File: src/ascr_regs.svh
// constants of the angle sensor command register set
`ifndef ASCR_REGS_SVH
`define ASCR_REGS_SVH
// ==========================================================
// command byte layout
`define ASCR_REGION_NVM  3'h0
`define ASCR_REGION_CMD  3'h4
`define ASCR_ADDR_CTRL   4'h1
`define ASCR_ADDR_KEY    4'ha
`define ASCR_ADDR_TEST   4'hb
`define ASCR_CUST_FIRST  4'h8
`define ASCR_KEY_VALUE   16'h16f4
// ==========================================================
// control_status and test_control fields
`define ASCR_BIT_DIAG    15
`define ASCR_BIT_SUPP    14
`define ASCR_BIT_UV      12
`define ASCR_BIT_PUMP    11
`define ASCR_BIT_CORR    8
`define ASCR_BIT_UNCORR  7
`define ASCR_BIT_FLOSS   6
`define ASCR_BIT_CRC     4
`define ASCR_BIT_WREN    11
`define ASCR_CTRL_RST    16'h0000
`define ASCR_TEST_RST    16'h0000
// ==========================================================
// timing
`define ASCR_CLK_MHZ     25
`define ASCR_TCMD_ENT_US 30000
`define ASCR_TPROG_US    20
`endif

File: src/ascr_pkg.sv
// types of the angle sensor command register set
package ascr_pkg;
  typedef enum logic [2:0] {
    ASCR_WAIT_KEY = 3'b001,
    ASCR_NORMAL   = 3'b010,
    ASCR_COMMAND  = 3'b100
  } ascr_mode_t;
endpackage : ascr_pkg

File: src/ascr_cmd_regs.sv
// command-mode control and status registers of one sensor channel
// Behaviour
// - key 16f4h after reset, within window, enters
// - bit 15 shows diagnostic condition, unmasked
// - bit 14 write-only, forces diagnostics off
// - bit 12 shows undervoltage
// - bit 11 pump clock enable, after write enable; the device takes it without checking write enable
// - bit 8 sticky corrected memory error
// - bit 7 sticky uncorrectable memory error
// - bit 6 sticky field loss, gated to diagnostics
// - bit 4 checksum mismatch, taken each start-up
// - test_control bit 11 write-only write enable
// - reads anywhere, writes customer registers only
// - writes to reserved areas silently dropped
// - programming time, no lockout by device
// - command byte: region, address, read bit
// - command mode disables analog output
`timescale 1ns/1ps
`include "ascr_regs.svh"
module ascr_cmd_regs
  import ascr_pkg::*;
#(
  parameter int CMD_ENT_CYCLES = `ASCR_TCMD_ENT_US * `ASCR_CLK_MHZ
)(
  input  wire logic        clock,
  input  wire logic        srst,
  input  wire logic        txn_valid,
  input  wire logic [7:0]  txn_cmd,
  input  wire logic [15:0] txn_wdata,
  output logic             rd_valid,
  output logic [15:0]      rd_data,
  input  wire logic        diag_cond_in,
  input  wire logic        undervoltage_in,
  input  wire logic        field_loss_in,
  input  wire logic        field_loss_detect_en,
  input  wire logic        nvm_readout_strobe,
  input  wire logic        nvm_single_err,
  input  wire logic        nvm_double_err,
  input  wire logic        crc_check_strobe,
  input  wire logic        crc_mismatch,
  output logic             nvm_wr_strobe,
  output logic             nvm_rd_strobe,
  output logic [3:0]       nvm_addr,
  output logic [15:0]      nvm_wdata,
  input  wire logic [15:0] nvm_rd_data,
  output logic             nvm_prog_busy,
  output logic             command_mode,
  output logic             analog_out_enable,
  output logic             pump_clock_enable,
  output logic             nvm_write_enable,
  output logic             diagnostic_suppress,
  output logic             diag_mode_out
);
  localparam int TPROG_CYCLES = `ASCR_TPROG_US * `ASCR_CLK_MHZ;
  // ========================================================
  // command decode
  function automatic logic is_cmd(input logic [7:0] c,
                                  input logic [3:0] a, input logic rd);
    is_cmd = c[7:5] == `ASCR_REGION_CMD && c[4:1] == a && c[0] == rd;
  endfunction : is_cmd

  logic nvm_sel;
  logic cust_sel;
  assign nvm_sel  = txn_valid && txn_cmd[7:5] == `ASCR_REGION_NVM;
  assign cust_sel = txn_cmd[4:1] >= `ASCR_CUST_FIRST;
  // ========================================================
  // pin synchronisers: diag, undervoltage, field loss
  logic [2:0] sync1_reg;
  logic [2:0] sync2_reg;
  always_ff @(posedge clock) begin
    if (srst) begin
      sync1_reg <= 3'h0;
      sync2_reg <= 3'h0;
    end else begin
      sync1_reg <= {field_loss_in, undervoltage_in, diag_cond_in};
      sync2_reg <= sync1_reg;
    end
  end
  // ========================================================
  // mode and entry window
  ascr_mode_t mode_reg, mode_next;
  logic [19:0] win_reg, win_next;
  logic key_hit;
  logic diag_active;
  assign key_hit = txn_valid && is_cmd(txn_cmd, `ASCR_ADDR_KEY, 1'b0)
                   && txn_wdata == `ASCR_KEY_VALUE;
  always_comb begin
    mode_next = mode_reg;
    win_next  = win_reg;
    case (mode_reg)
      ASCR_WAIT_KEY: begin
        win_next = win_reg + 20'h1;
        if (key_hit)
          mode_next = ASCR_COMMAND;
        else if (win_reg >= 20'(CMD_ENT_CYCLES - 1))
          mode_next = ASCR_NORMAL;
      end
      // a channel stuck in diagnostics may still take the key
      ASCR_NORMAL: if (key_hit && diag_active) mode_next = ASCR_COMMAND;
      ASCR_COMMAND: mode_next = ASCR_COMMAND;
      default: mode_next = ASCR_WAIT_KEY;
    endcase
  end
  always_ff @(posedge clock) begin
    if (srst) begin
      mode_reg <= ASCR_WAIT_KEY;
      win_reg  <= 20'h0;
    end else begin
      mode_reg <= mode_next;
      win_reg  <= win_next;
    end
  end
  assign command_mode      = mode_reg == ASCR_COMMAND;
  assign analog_out_enable = !command_mode;
  // ========================================================
  // control, test and status bits
  logic cmd_ok, ctrl_wr, test_wr;
  logic supp_reg, supp_next, pump_reg, pump_next, wren_reg, wren_next;
  logic corr_reg, corr_next, unc_reg, unc_next;
  logic floss_reg, floss_next, crc_reg, crc_next;
  logic [15:0] status_word;
  assign cmd_ok  = command_mode && txn_valid;
  assign ctrl_wr = cmd_ok && is_cmd(txn_cmd, `ASCR_ADDR_CTRL, 1'b0);
  assign test_wr = cmd_ok && is_cmd(txn_cmd, `ASCR_ADDR_TEST, 1'b0);
  always_comb begin
    supp_next  = supp_reg;
    pump_next  = pump_reg;
    wren_next  = wren_reg;
    if (ctrl_wr) begin
      supp_next = txn_wdata[`ASCR_BIT_SUPP];
      pump_next = txn_wdata[`ASCR_BIT_PUMP];
    end
    if (test_wr)
      wren_next = txn_wdata[`ASCR_BIT_WREN];
    // sticky flags clear only at power-on reset
    corr_next  = corr_reg || (nvm_readout_strobe && nvm_single_err);
    unc_next   = unc_reg || (nvm_readout_strobe && nvm_double_err);
    floss_next = floss_reg || sync2_reg[2];
    crc_next   = crc_check_strobe ? crc_mismatch : crc_reg;
  end
  always_ff @(posedge clock) begin
    if (srst) begin
      supp_reg  <= 1'(`ASCR_CTRL_RST >> `ASCR_BIT_SUPP);
      pump_reg  <= 1'(`ASCR_CTRL_RST >> `ASCR_BIT_PUMP);
      wren_reg  <= 1'(`ASCR_TEST_RST >> `ASCR_BIT_WREN);
      corr_reg  <= 1'b0;
      unc_reg   <= 1'b0;
      floss_reg <= 1'b0;
      crc_reg   <= 1'b0;
    end else begin
      supp_reg  <= supp_next;
      pump_reg  <= pump_next;
      wren_reg  <= wren_next;
      corr_reg  <= corr_next;
      unc_reg   <= unc_next;
      floss_reg <= floss_next;
      crc_reg   <= crc_next;
    end
  end
  assign diag_active = sync2_reg[0] || unc_reg
                       || (floss_reg && field_loss_detect_en);
  assign diag_mode_out       = diag_active && !supp_reg;
  assign pump_clock_enable   = pump_reg;
  assign nvm_write_enable    = wren_reg;
  assign diagnostic_suppress = supp_reg;
  always_comb begin
    status_word = 16'h0000;
    status_word[`ASCR_BIT_DIAG]   = diag_active;
    status_word[`ASCR_BIT_UV]     = sync2_reg[1];
    status_word[`ASCR_BIT_PUMP]   = pump_reg;
    status_word[`ASCR_BIT_CORR]   = corr_reg;
    status_word[`ASCR_BIT_UNCORR] = unc_reg;
    status_word[`ASCR_BIT_FLOSS]  = floss_reg;
    status_word[`ASCR_BIT_CRC]    = crc_reg;
  end
  // ========================================================
  // memory access and read pipeline
  // writes below 8h and reserved regions fall through untouched
  logic nwr_reg, nwr_next, nrd_reg, nrd_next, rv_reg, rv_next;
  logic stg_reg, stg_next, stg_nvm_reg, stg_nvm_next;
  logic [3:0] addr_reg, addr_next;
  logic [15:0] wd_reg, wd_next, stg_reg_data, stg_data_next, rd_reg, rd_next;
  logic [19:0] prog_reg, prog_next;
  always_comb begin
    nwr_next      = command_mode && nvm_sel && !txn_cmd[0]
                    && cust_sel;
    nrd_next      = command_mode && nvm_sel && txn_cmd[0];
    addr_next     = (nwr_next || nrd_next) ? txn_cmd[4:1] : addr_reg;
    wd_next       = nwr_next ? txn_wdata : wd_reg;
    stg_next      = cmd_ok && txn_cmd[0]
                    && (txn_cmd[7:5] == `ASCR_REGION_CMD
                        || txn_cmd[7:5] == `ASCR_REGION_NVM);
    stg_nvm_next  = nrd_next;
    stg_data_next = is_cmd(txn_cmd, `ASCR_ADDR_CTRL, 1'b1)
                    ? status_word : 16'h0000;
    rv_next       = stg_reg;
    rd_next       = !stg_reg ? rd_reg
                    : stg_nvm_reg ? nvm_rd_data : stg_reg_data;
    // busy is advisory only, nothing is locked out
    prog_next     = nwr_reg ? 20'(TPROG_CYCLES)
                    : (prog_reg != 20'h0 ? prog_reg - 20'h1 : 20'h0);
  end
  always_ff @(posedge clock) begin
    if (srst) begin
      nwr_reg      <= 1'b0;
      nrd_reg      <= 1'b0;
      addr_reg     <= 4'h0;
      wd_reg       <= 16'h0000;
      stg_reg      <= 1'b0;
      stg_nvm_reg  <= 1'b0;
      stg_reg_data <= 16'h0000;
      rv_reg       <= 1'b0;
      rd_reg       <= 16'h0000;
      prog_reg     <= 20'h0;
    end else begin
      nwr_reg      <= nwr_next;
      nrd_reg      <= nrd_next;
      addr_reg     <= addr_next;
      wd_reg       <= wd_next;
      stg_reg      <= stg_next;
      stg_nvm_reg  <= stg_nvm_next;
      stg_reg_data <= stg_data_next;
      rv_reg       <= rv_next;
      rd_reg       <= rd_next;
      prog_reg     <= prog_next;
    end
  end
  assign nvm_wr_strobe = nwr_reg;
  assign nvm_rd_strobe = nrd_reg;
  assign nvm_addr      = addr_reg;
  assign nvm_wdata     = wd_reg;
  assign nvm_prog_busy = prog_reg != 20'h0;
  assign rd_valid      = rv_reg;
  assign rd_data       = rd_reg;
endmodule : ascr_cmd_regs

File: config.mk
export PLATFORM = sky130hd
export DESIGN_NAME = ascr_cmd_regs
export DESIGN_NICKNAME = d
export VERILOG_FILES = /design/src/ascr_pkg.sv /design/src/ascr_cmd_regs.sv
export VERILOG_INCLUDE_DIRS = /design/src /design/src/src
export SDC_FILE = /design/constraint.sdc
export NUM_CORES = 1
export LEC_CHECK = 0
export ABC_AREA = 0
export BUFFER_PORTS_ARGS = -buffer_cell sky130_fd_sc_hd__buf_2
export CAP_MARGIN = 20
export CELL_PAD_IN_SITES_DETAIL_PLACEMENT = 1
export CELL_PAD_IN_SITES_GLOBAL_PLACEMENT = 2
export CORE_MARGIN = 2
export CORE_UTILIZATION = 23
export DETAILED_ROUTE_END_ITERATION = 10
export GPL_TIMING_DRIVEN = 0
export PLACE_DENSITY_LB_ADDON = 0.1
export SLEW_MARGIN = 20
export SYNTH_ARGS = -nofsm -noshare
export SYNTH_HDL_FRONTEND = slang
export SYNTH_SLANG_ARGS = --single-unit
export TNS_END_PERCENT = 50
File: constraint.sdc
create_clock -name clock -period 2.7 [get_ports clock]
set_clock_uncertainty 0.05 [all_clocks]
set_input_delay 0.135 -clock clock [delete_from_list [all_inputs] [get_ports clock]]
set_output_delay 0.135 -clock clock [all_outputs]
set_load 0.1 [all_outputs]
# ---- Word level (Yosys, flattened, before mapping)
# Index checks and enable logic that the tools add are counted.
dict set report classes {
  n_lt_le_gt_ge 2
  muxes 7
  n_bitwise 3
  n_eq_ne 10
  n_reduce_logical 39
  addsub 2
}
# operator n
set ops {}
lappend ops {{1-bit logical AND} 24}
lappend ops {{20-bit by 1-bit adder with 20-bit output, second input constant} 1}
lappend ops {{20-bit >= comparator, second input constant} 1}
lappend ops {{20-bit nonzero test} 1}
lappend ops {{20-bit by 1-bit subtractor with 20-bit output, second input constant} 1}
lappend ops {{9-bit two-way mux} 2}
lappend ops {{16-bit by 13-bit equality test with 1-bit output, second input constant} 1}
lappend ops {{16-bit two-way mux} 1}
lappend ops {{3-bit two-way mux} 3}
lappend ops {{3-bit one-hot mux with 3 select lines} 1}
lappend ops {{4-bit equality test, second input constant} 2}
lappend ops {{1-bit logical OR} 7}
lappend ops {{3-bit equality test, second input constant} 2}
lappend ops {{4-bit by 1-bit equality test with 1-bit output, second input constant} 1}
lappend ops {{4-bit >= comparator, second input constant} 1}
lappend ops {{3-bit by 1-bit equality test with 1-bit output, second input constant} 1}
lappend ops {{3-bit by 2-bit equality test with 1-bit output, second input constant} 1}
lappend ops {{1-bit zero test} 3}
lappend ops {{3-bit zero test} 1}
lappend ops {{3-bit != test, second input constant} 1}
lappend ops {{1-bit NOT} 3}
lappend ops {{3-bit OR reduction} 1}
lappend ops {{2-bit != test, second input constant} 1}
lappend ops {{2-bit AND reduction} 1}
lappend ops {{2-bit OR reduction} 1}
dict set report word_totals {
  word_cells 85
  out_inout_bits 46
  inputBits 52
  ff_bits 112
}

# ---- Depth between registers and ports, before layout
dict set report depth {
  ltp_word 8
  ltp_mapped 8
  mapped_depth_nobuf 7
}

# ---- Worst setup path before layout
# OpenSTA, ideal clock, no wires.
dict set report synth_path {
  path_kind {reg-to-reg}
  startpoint {register mode_reg[2]}
  endpoint {register supp_reg, in the netlist diagnostic_suppress}
  required_ps 2522
  setup_time_ps 128
  path_buffers 1
  path_stages_with_launch 7
  period_less_slack_ps 3059
  setup_slack_ps -359
  t_arrival_ps 2881
  path_cell_list {dfxtp_1 > or3b_1 > clkbuf_1 > inv_1 > nand4b_1 > mux2i_1 > nor2_1}
}
dict set report synth_between {
  elab_chain_cells 3
}
# element line
set synth_rtl {}
lappend synth_rtl {{start, declared} ascr_cmd_regs.sv:81} ;# ascr_mode_t mode_reg, mode_next;
lappend synth_rtl {{start signal, assigned} ascr_cmd_regs.sv:109} ;# mode_reg <= mode_next;
lappend synth_rtl {{3-bit equality test} ascr_cmd_regs.sv:113} ;# assign command_mode = mode_reg == ASCR_COMMAND;
lappend synth_rtl {{net command_mode} ascr_cmd_regs.sv:47} ;# output logic command_mode,
lappend synth_rtl {{1-bit logical AND} ascr_cmd_regs.sv:122} ;# assign cmd_ok = command_mode && txn_valid;
lappend synth_rtl {{1-bit logical AND} ascr_cmd_regs.sv:123} ;# assign ctrl_wr = cmd_ok && is_cmd(txn_cmd, `ASCR_ADDR_CTRL, 1'b0);
lappend synth_rtl {{end signal, assigned} ascr_cmd_regs.sv:143} ;# supp_reg <= 1'(`ASCR_CTRL_RST >> `ASCR_BIT_SUPP);
lappend synth_rtl {{end signal, assigned} ascr_cmd_regs.sv:151} ;# supp_reg <= supp_next;
lappend synth_rtl {{end, declared} ascr_cmd_regs.sv:118} ;# logic supp_reg, supp_next, pump_reg, pump_next, wren_reg, wren_next;
# The timed path passes the listed nets, and every way through them passes these cells.
# A chain may end at the register's enable or synchronous reset.

# ---- Final worst setup path
dict set report layout_path {
  startpoint {register prog_reg[9]}
  endpoint {output nvm_prog_busy}
}
dict set report layout_between {
  elab_chain_cells 1
}
# element line
set layout_rtl {}
lappend layout_rtl {{start, declared} ascr_cmd_regs.sv:183} ;# logic [19:0] prog_reg, prog_next;
lappend layout_rtl {{start signal, assigned} ascr_cmd_regs.sv:225} ;# prog_reg <= prog_next;
lappend layout_rtl {{20-bit nonzero test} ascr_cmd_regs.sv:232} ;# assign nvm_prog_busy = prog_reg != 20'h0;
lappend layout_rtl {{end, declared} ascr_cmd_regs.sv:46} ;# output logic nvm_prog_busy,
# No other way between the ends.

==> results by group <==
Floorplanning
  – Die area: 19100 um^2
  – FP Rows: 49
  – Die Span Y: 138 um
  – Die Wd: 138 um
  – Core Region: 17800 um^2
  – IO Pins: 98
  – Starting density of the core: 23.2%

STA
  – Fmax achieved: 415 MHz
  – Final hold violation count: 0
  – Slew margin rel.: 44.5%
  – Total negative slack: 0 ns
  – Final setup viols: 0
  – RSZ-0062 raised after global routing: false
  – Fin crit share: 89.3%
  – Max-slew violations: 0
  – Final Critical Period: 2.41 ns
  – Slew @ Worst Pin: 0.826 ns

Route
  – WL per Instance: 14.7 um
  – Initial DRC Count: 104
  – Initial DRT Pass Iterations: 4
  – Post-route ant nets: 0
  – Drt drc: 0
  – Avg Vias per Cell: 4.35
  – Final wirelength: 12000 um
  – Vias: 3546

Placed design
  – DP Wirelength: 8830 um
  – GPL Wtd Cong: 0.720
  – Placed cell areas: 4920 um^2
  – Count of input and output buffers: 96

Min path
  – End point of the worst hold path: nvm_wdata[5]
  – Hold Path Class: in2reg
  – Hold path depth: 3
  – Hold Startpoint: txn_wdata[5]

Critical path
  – Slowest cell on crit path: or4_4
  – Critical path arrival: 2.23 ns
  – Critical path type: reg2out
  – Delay of the slowest critical-path stage: 0.56 ns
  – CP Data Required Time: 2.52 ns
  – CP Max Fanout: 4
  – R2R Path Start: mode_reg[2]
  – Worst reg2reg path endpoint: nvm_wdata[2]
  – Worst Setup End Kind: output port
  – Reg2reg path depth: 8
  – Reg2Reg Setup Slack: 0.46 ns
  – Crit-path cells: or4_4 -> nor4b_4 -> nand3_2 -> buf_2
  – CP startpoint kind: register

Finish
  – Most frequent cells in the layout: 103 x dfxtp_1, 97 x buf_2, 90 x nor2_1, 31 x dlygate4sd3_1, 30 x mux2i_1
  – Final instance area: 5520 um^2
  – Ant diodes: 0
  – Area grow syn2layout: 33.1%
  – Ratio of cells with drive above 1 in the final layout: 21.2%
  – Commonest non-fill, non-tap cell in the layout: dfxtp_1
  – Final net count: 636

Logic synthesis
  – Post-Syn Area: 4150 um^2
  – Compound-Gate Fraction of Synth Area: 6.61%
  – Predominant post-synthesis flop cell: dfxtp_1
  – Register area share after synthesis: 49.7%
  – Synth area leader: dfxtp_1
  – Syn Area/Cell: 9.34 um^2
  – Multiplexer share of the synthesized area: 7.24%
  – Distinct cells, synth: 52
  – Adder-cell share of the synthesized area: 0.603%
  – Syn_nets: 498
  – Post-synth EDFFs: 0
  – Fraction of synthesized cell area taken by the top area cell type: 49.7%
  – Largest family of logic cells by synthesized area: simple AND/OR/NAND/NOR gates
  – Cell count after synthesis: 444
  – Yosys reg bits: 103
  – Synth Area in Simple Gates: 26.1%
  – XOR/XNOR Fraction of Synth Area: 7.18%
  – Top cells by area, synth: dfxtp_1 50%, nor2_1 8.1%, mux2i_1 7.2%
  – Asr flop ratio synth: 0%
  – Syn. warnings: 0

Global routing
  – First-pass GRT wire length: 19700 um
  – Vias in the first global route: 3707
  – Antenna violations before repair: 0
  – GRT Overall Usage: 12.8%
  – Grt total ovfl: 0
  – Pin count of the biggest net entering global routing: 16

Clock network
  – H-tree lvl count: 3
  – Insertion delay to the later sink of the worst-skew pair: 0.35 ns
  – Max Buffers Root-to-Sink: 2
  – CTS tree: yes
  – Clock tree sinks: 103
  – Root Driver: clkbuf_16
  – Post-CTS Setup Inserts: 0
  – Clk slew on worst S/H paths: 0.07 ns
  – TritonCTS Buffers: 9

Power
  – Leakage: 2.24 nW
  – VDD IR-drop max: 0.000349 V
  – Power per cell area: 730 nW/um^2

Flow run
  – Max-Cap Viols: 0

Status
  – Status: finished, final reports clean
critical path: cells and delay by family (launching register included):
kind | cells | cell delay (ns)
buffers and inverters | 1 | 0.37
flip-flops | 1 | 0.32
AND/OR/NAND/NOR | 3 | 1.18
Yosys cell counts, types with 7 or more instances:
cell        n
dfxtp_1   103
xnor2_1    12
mux2i_1    30
nor2_1     90
and2_1      7
a211oi_1    8
o21ai_0     9
inv_1       8
nor2b_1    23
a21oi_1    18
nor3_1      8
nand3_1    12
nand2_1    19
clkbuf_1   13
nand4_1     8
xor2_1     22
final cells by class:
type	count	area, um^2
plain buffers	17	77.6
repair buffers	127	791
fillers	2088	12300
clock inverters	3	43.8
inverters	8	30.0
well taps	229	287
flip-flops and latches	103	2060
clock buffers	12	246
multi-input cells	316	1980
logic make-up (layout without fill, tap and decap cells):
family,after synthesis,in the layout
DFF,103,103
muxes,30,30
AOI/OAI and AO/OA,45,45
adders and majority gates,2,2
xor gates and xnor gates,34,34
buffers and inverters,25,167
and+or+nand+nor,205,205
routing by layer:
layer	GRT usage, %	part of all wire, %	vias to the layer above
met3	2.94	3.7	11
met2	20.6	46	56
met1	17.0	49	1695
met5	0	0	-
met4	4.51	1.5	0
li1	-	-	1784
how the worst max path moves through the flow:
stage | to | startpoint | cells past startpoint
CTS | nvm_prog_busy | prog_reg[9] | 4
global route | nvm_prog_busy | prog_reg[4] | 4
detailed placement | nvm_wdata[2] | mode_reg[2] | 8
floorplan | diagnostic_suppress | mode_reg[2] | 6
finish | nvm_prog_busy | prog_reg[9] | 4
global placement | nvm_wdata[1] | txn_valid | 8
metrics by stage:
stage,cells,hold slack [ns],setup slack [ns],total power (W),util (%)
after floorplan,444,0.164,0.113,0.00248,-
after global placement,769,0.303,0.457,0.00269,27.6
after detailed placement,769,0.303,0.452,0.00272,27.6
after CTS,815,0.0117,0.242,0.00410,30.9
after global routing,815,0.0309,0.136,0.00428,30.9
final,815,0.00740,0.290,0.00403,30.9
power breakdown:
| part | total [W] | switching, W | internal, W |
|---|---|---|---|
| registers | 0.00177 | 0.000120 | 0.00165 |
| logic | 0.000941 | 0.000538 | 0.000403 |
| clock network | 0.00132 | 0.000578 | 0.000741 |
| total | 0.00403 | 0.00124 | 0.00280 |
repair_timing:
item,4_1_cts,5_1_grt
endpoints found under the hold margin,28,0
resized for setup,0,0
hold buffers,31,0
endpoints found under the setup margin,0,0
No activity file was read; power rests on OpenSTA's default activity.
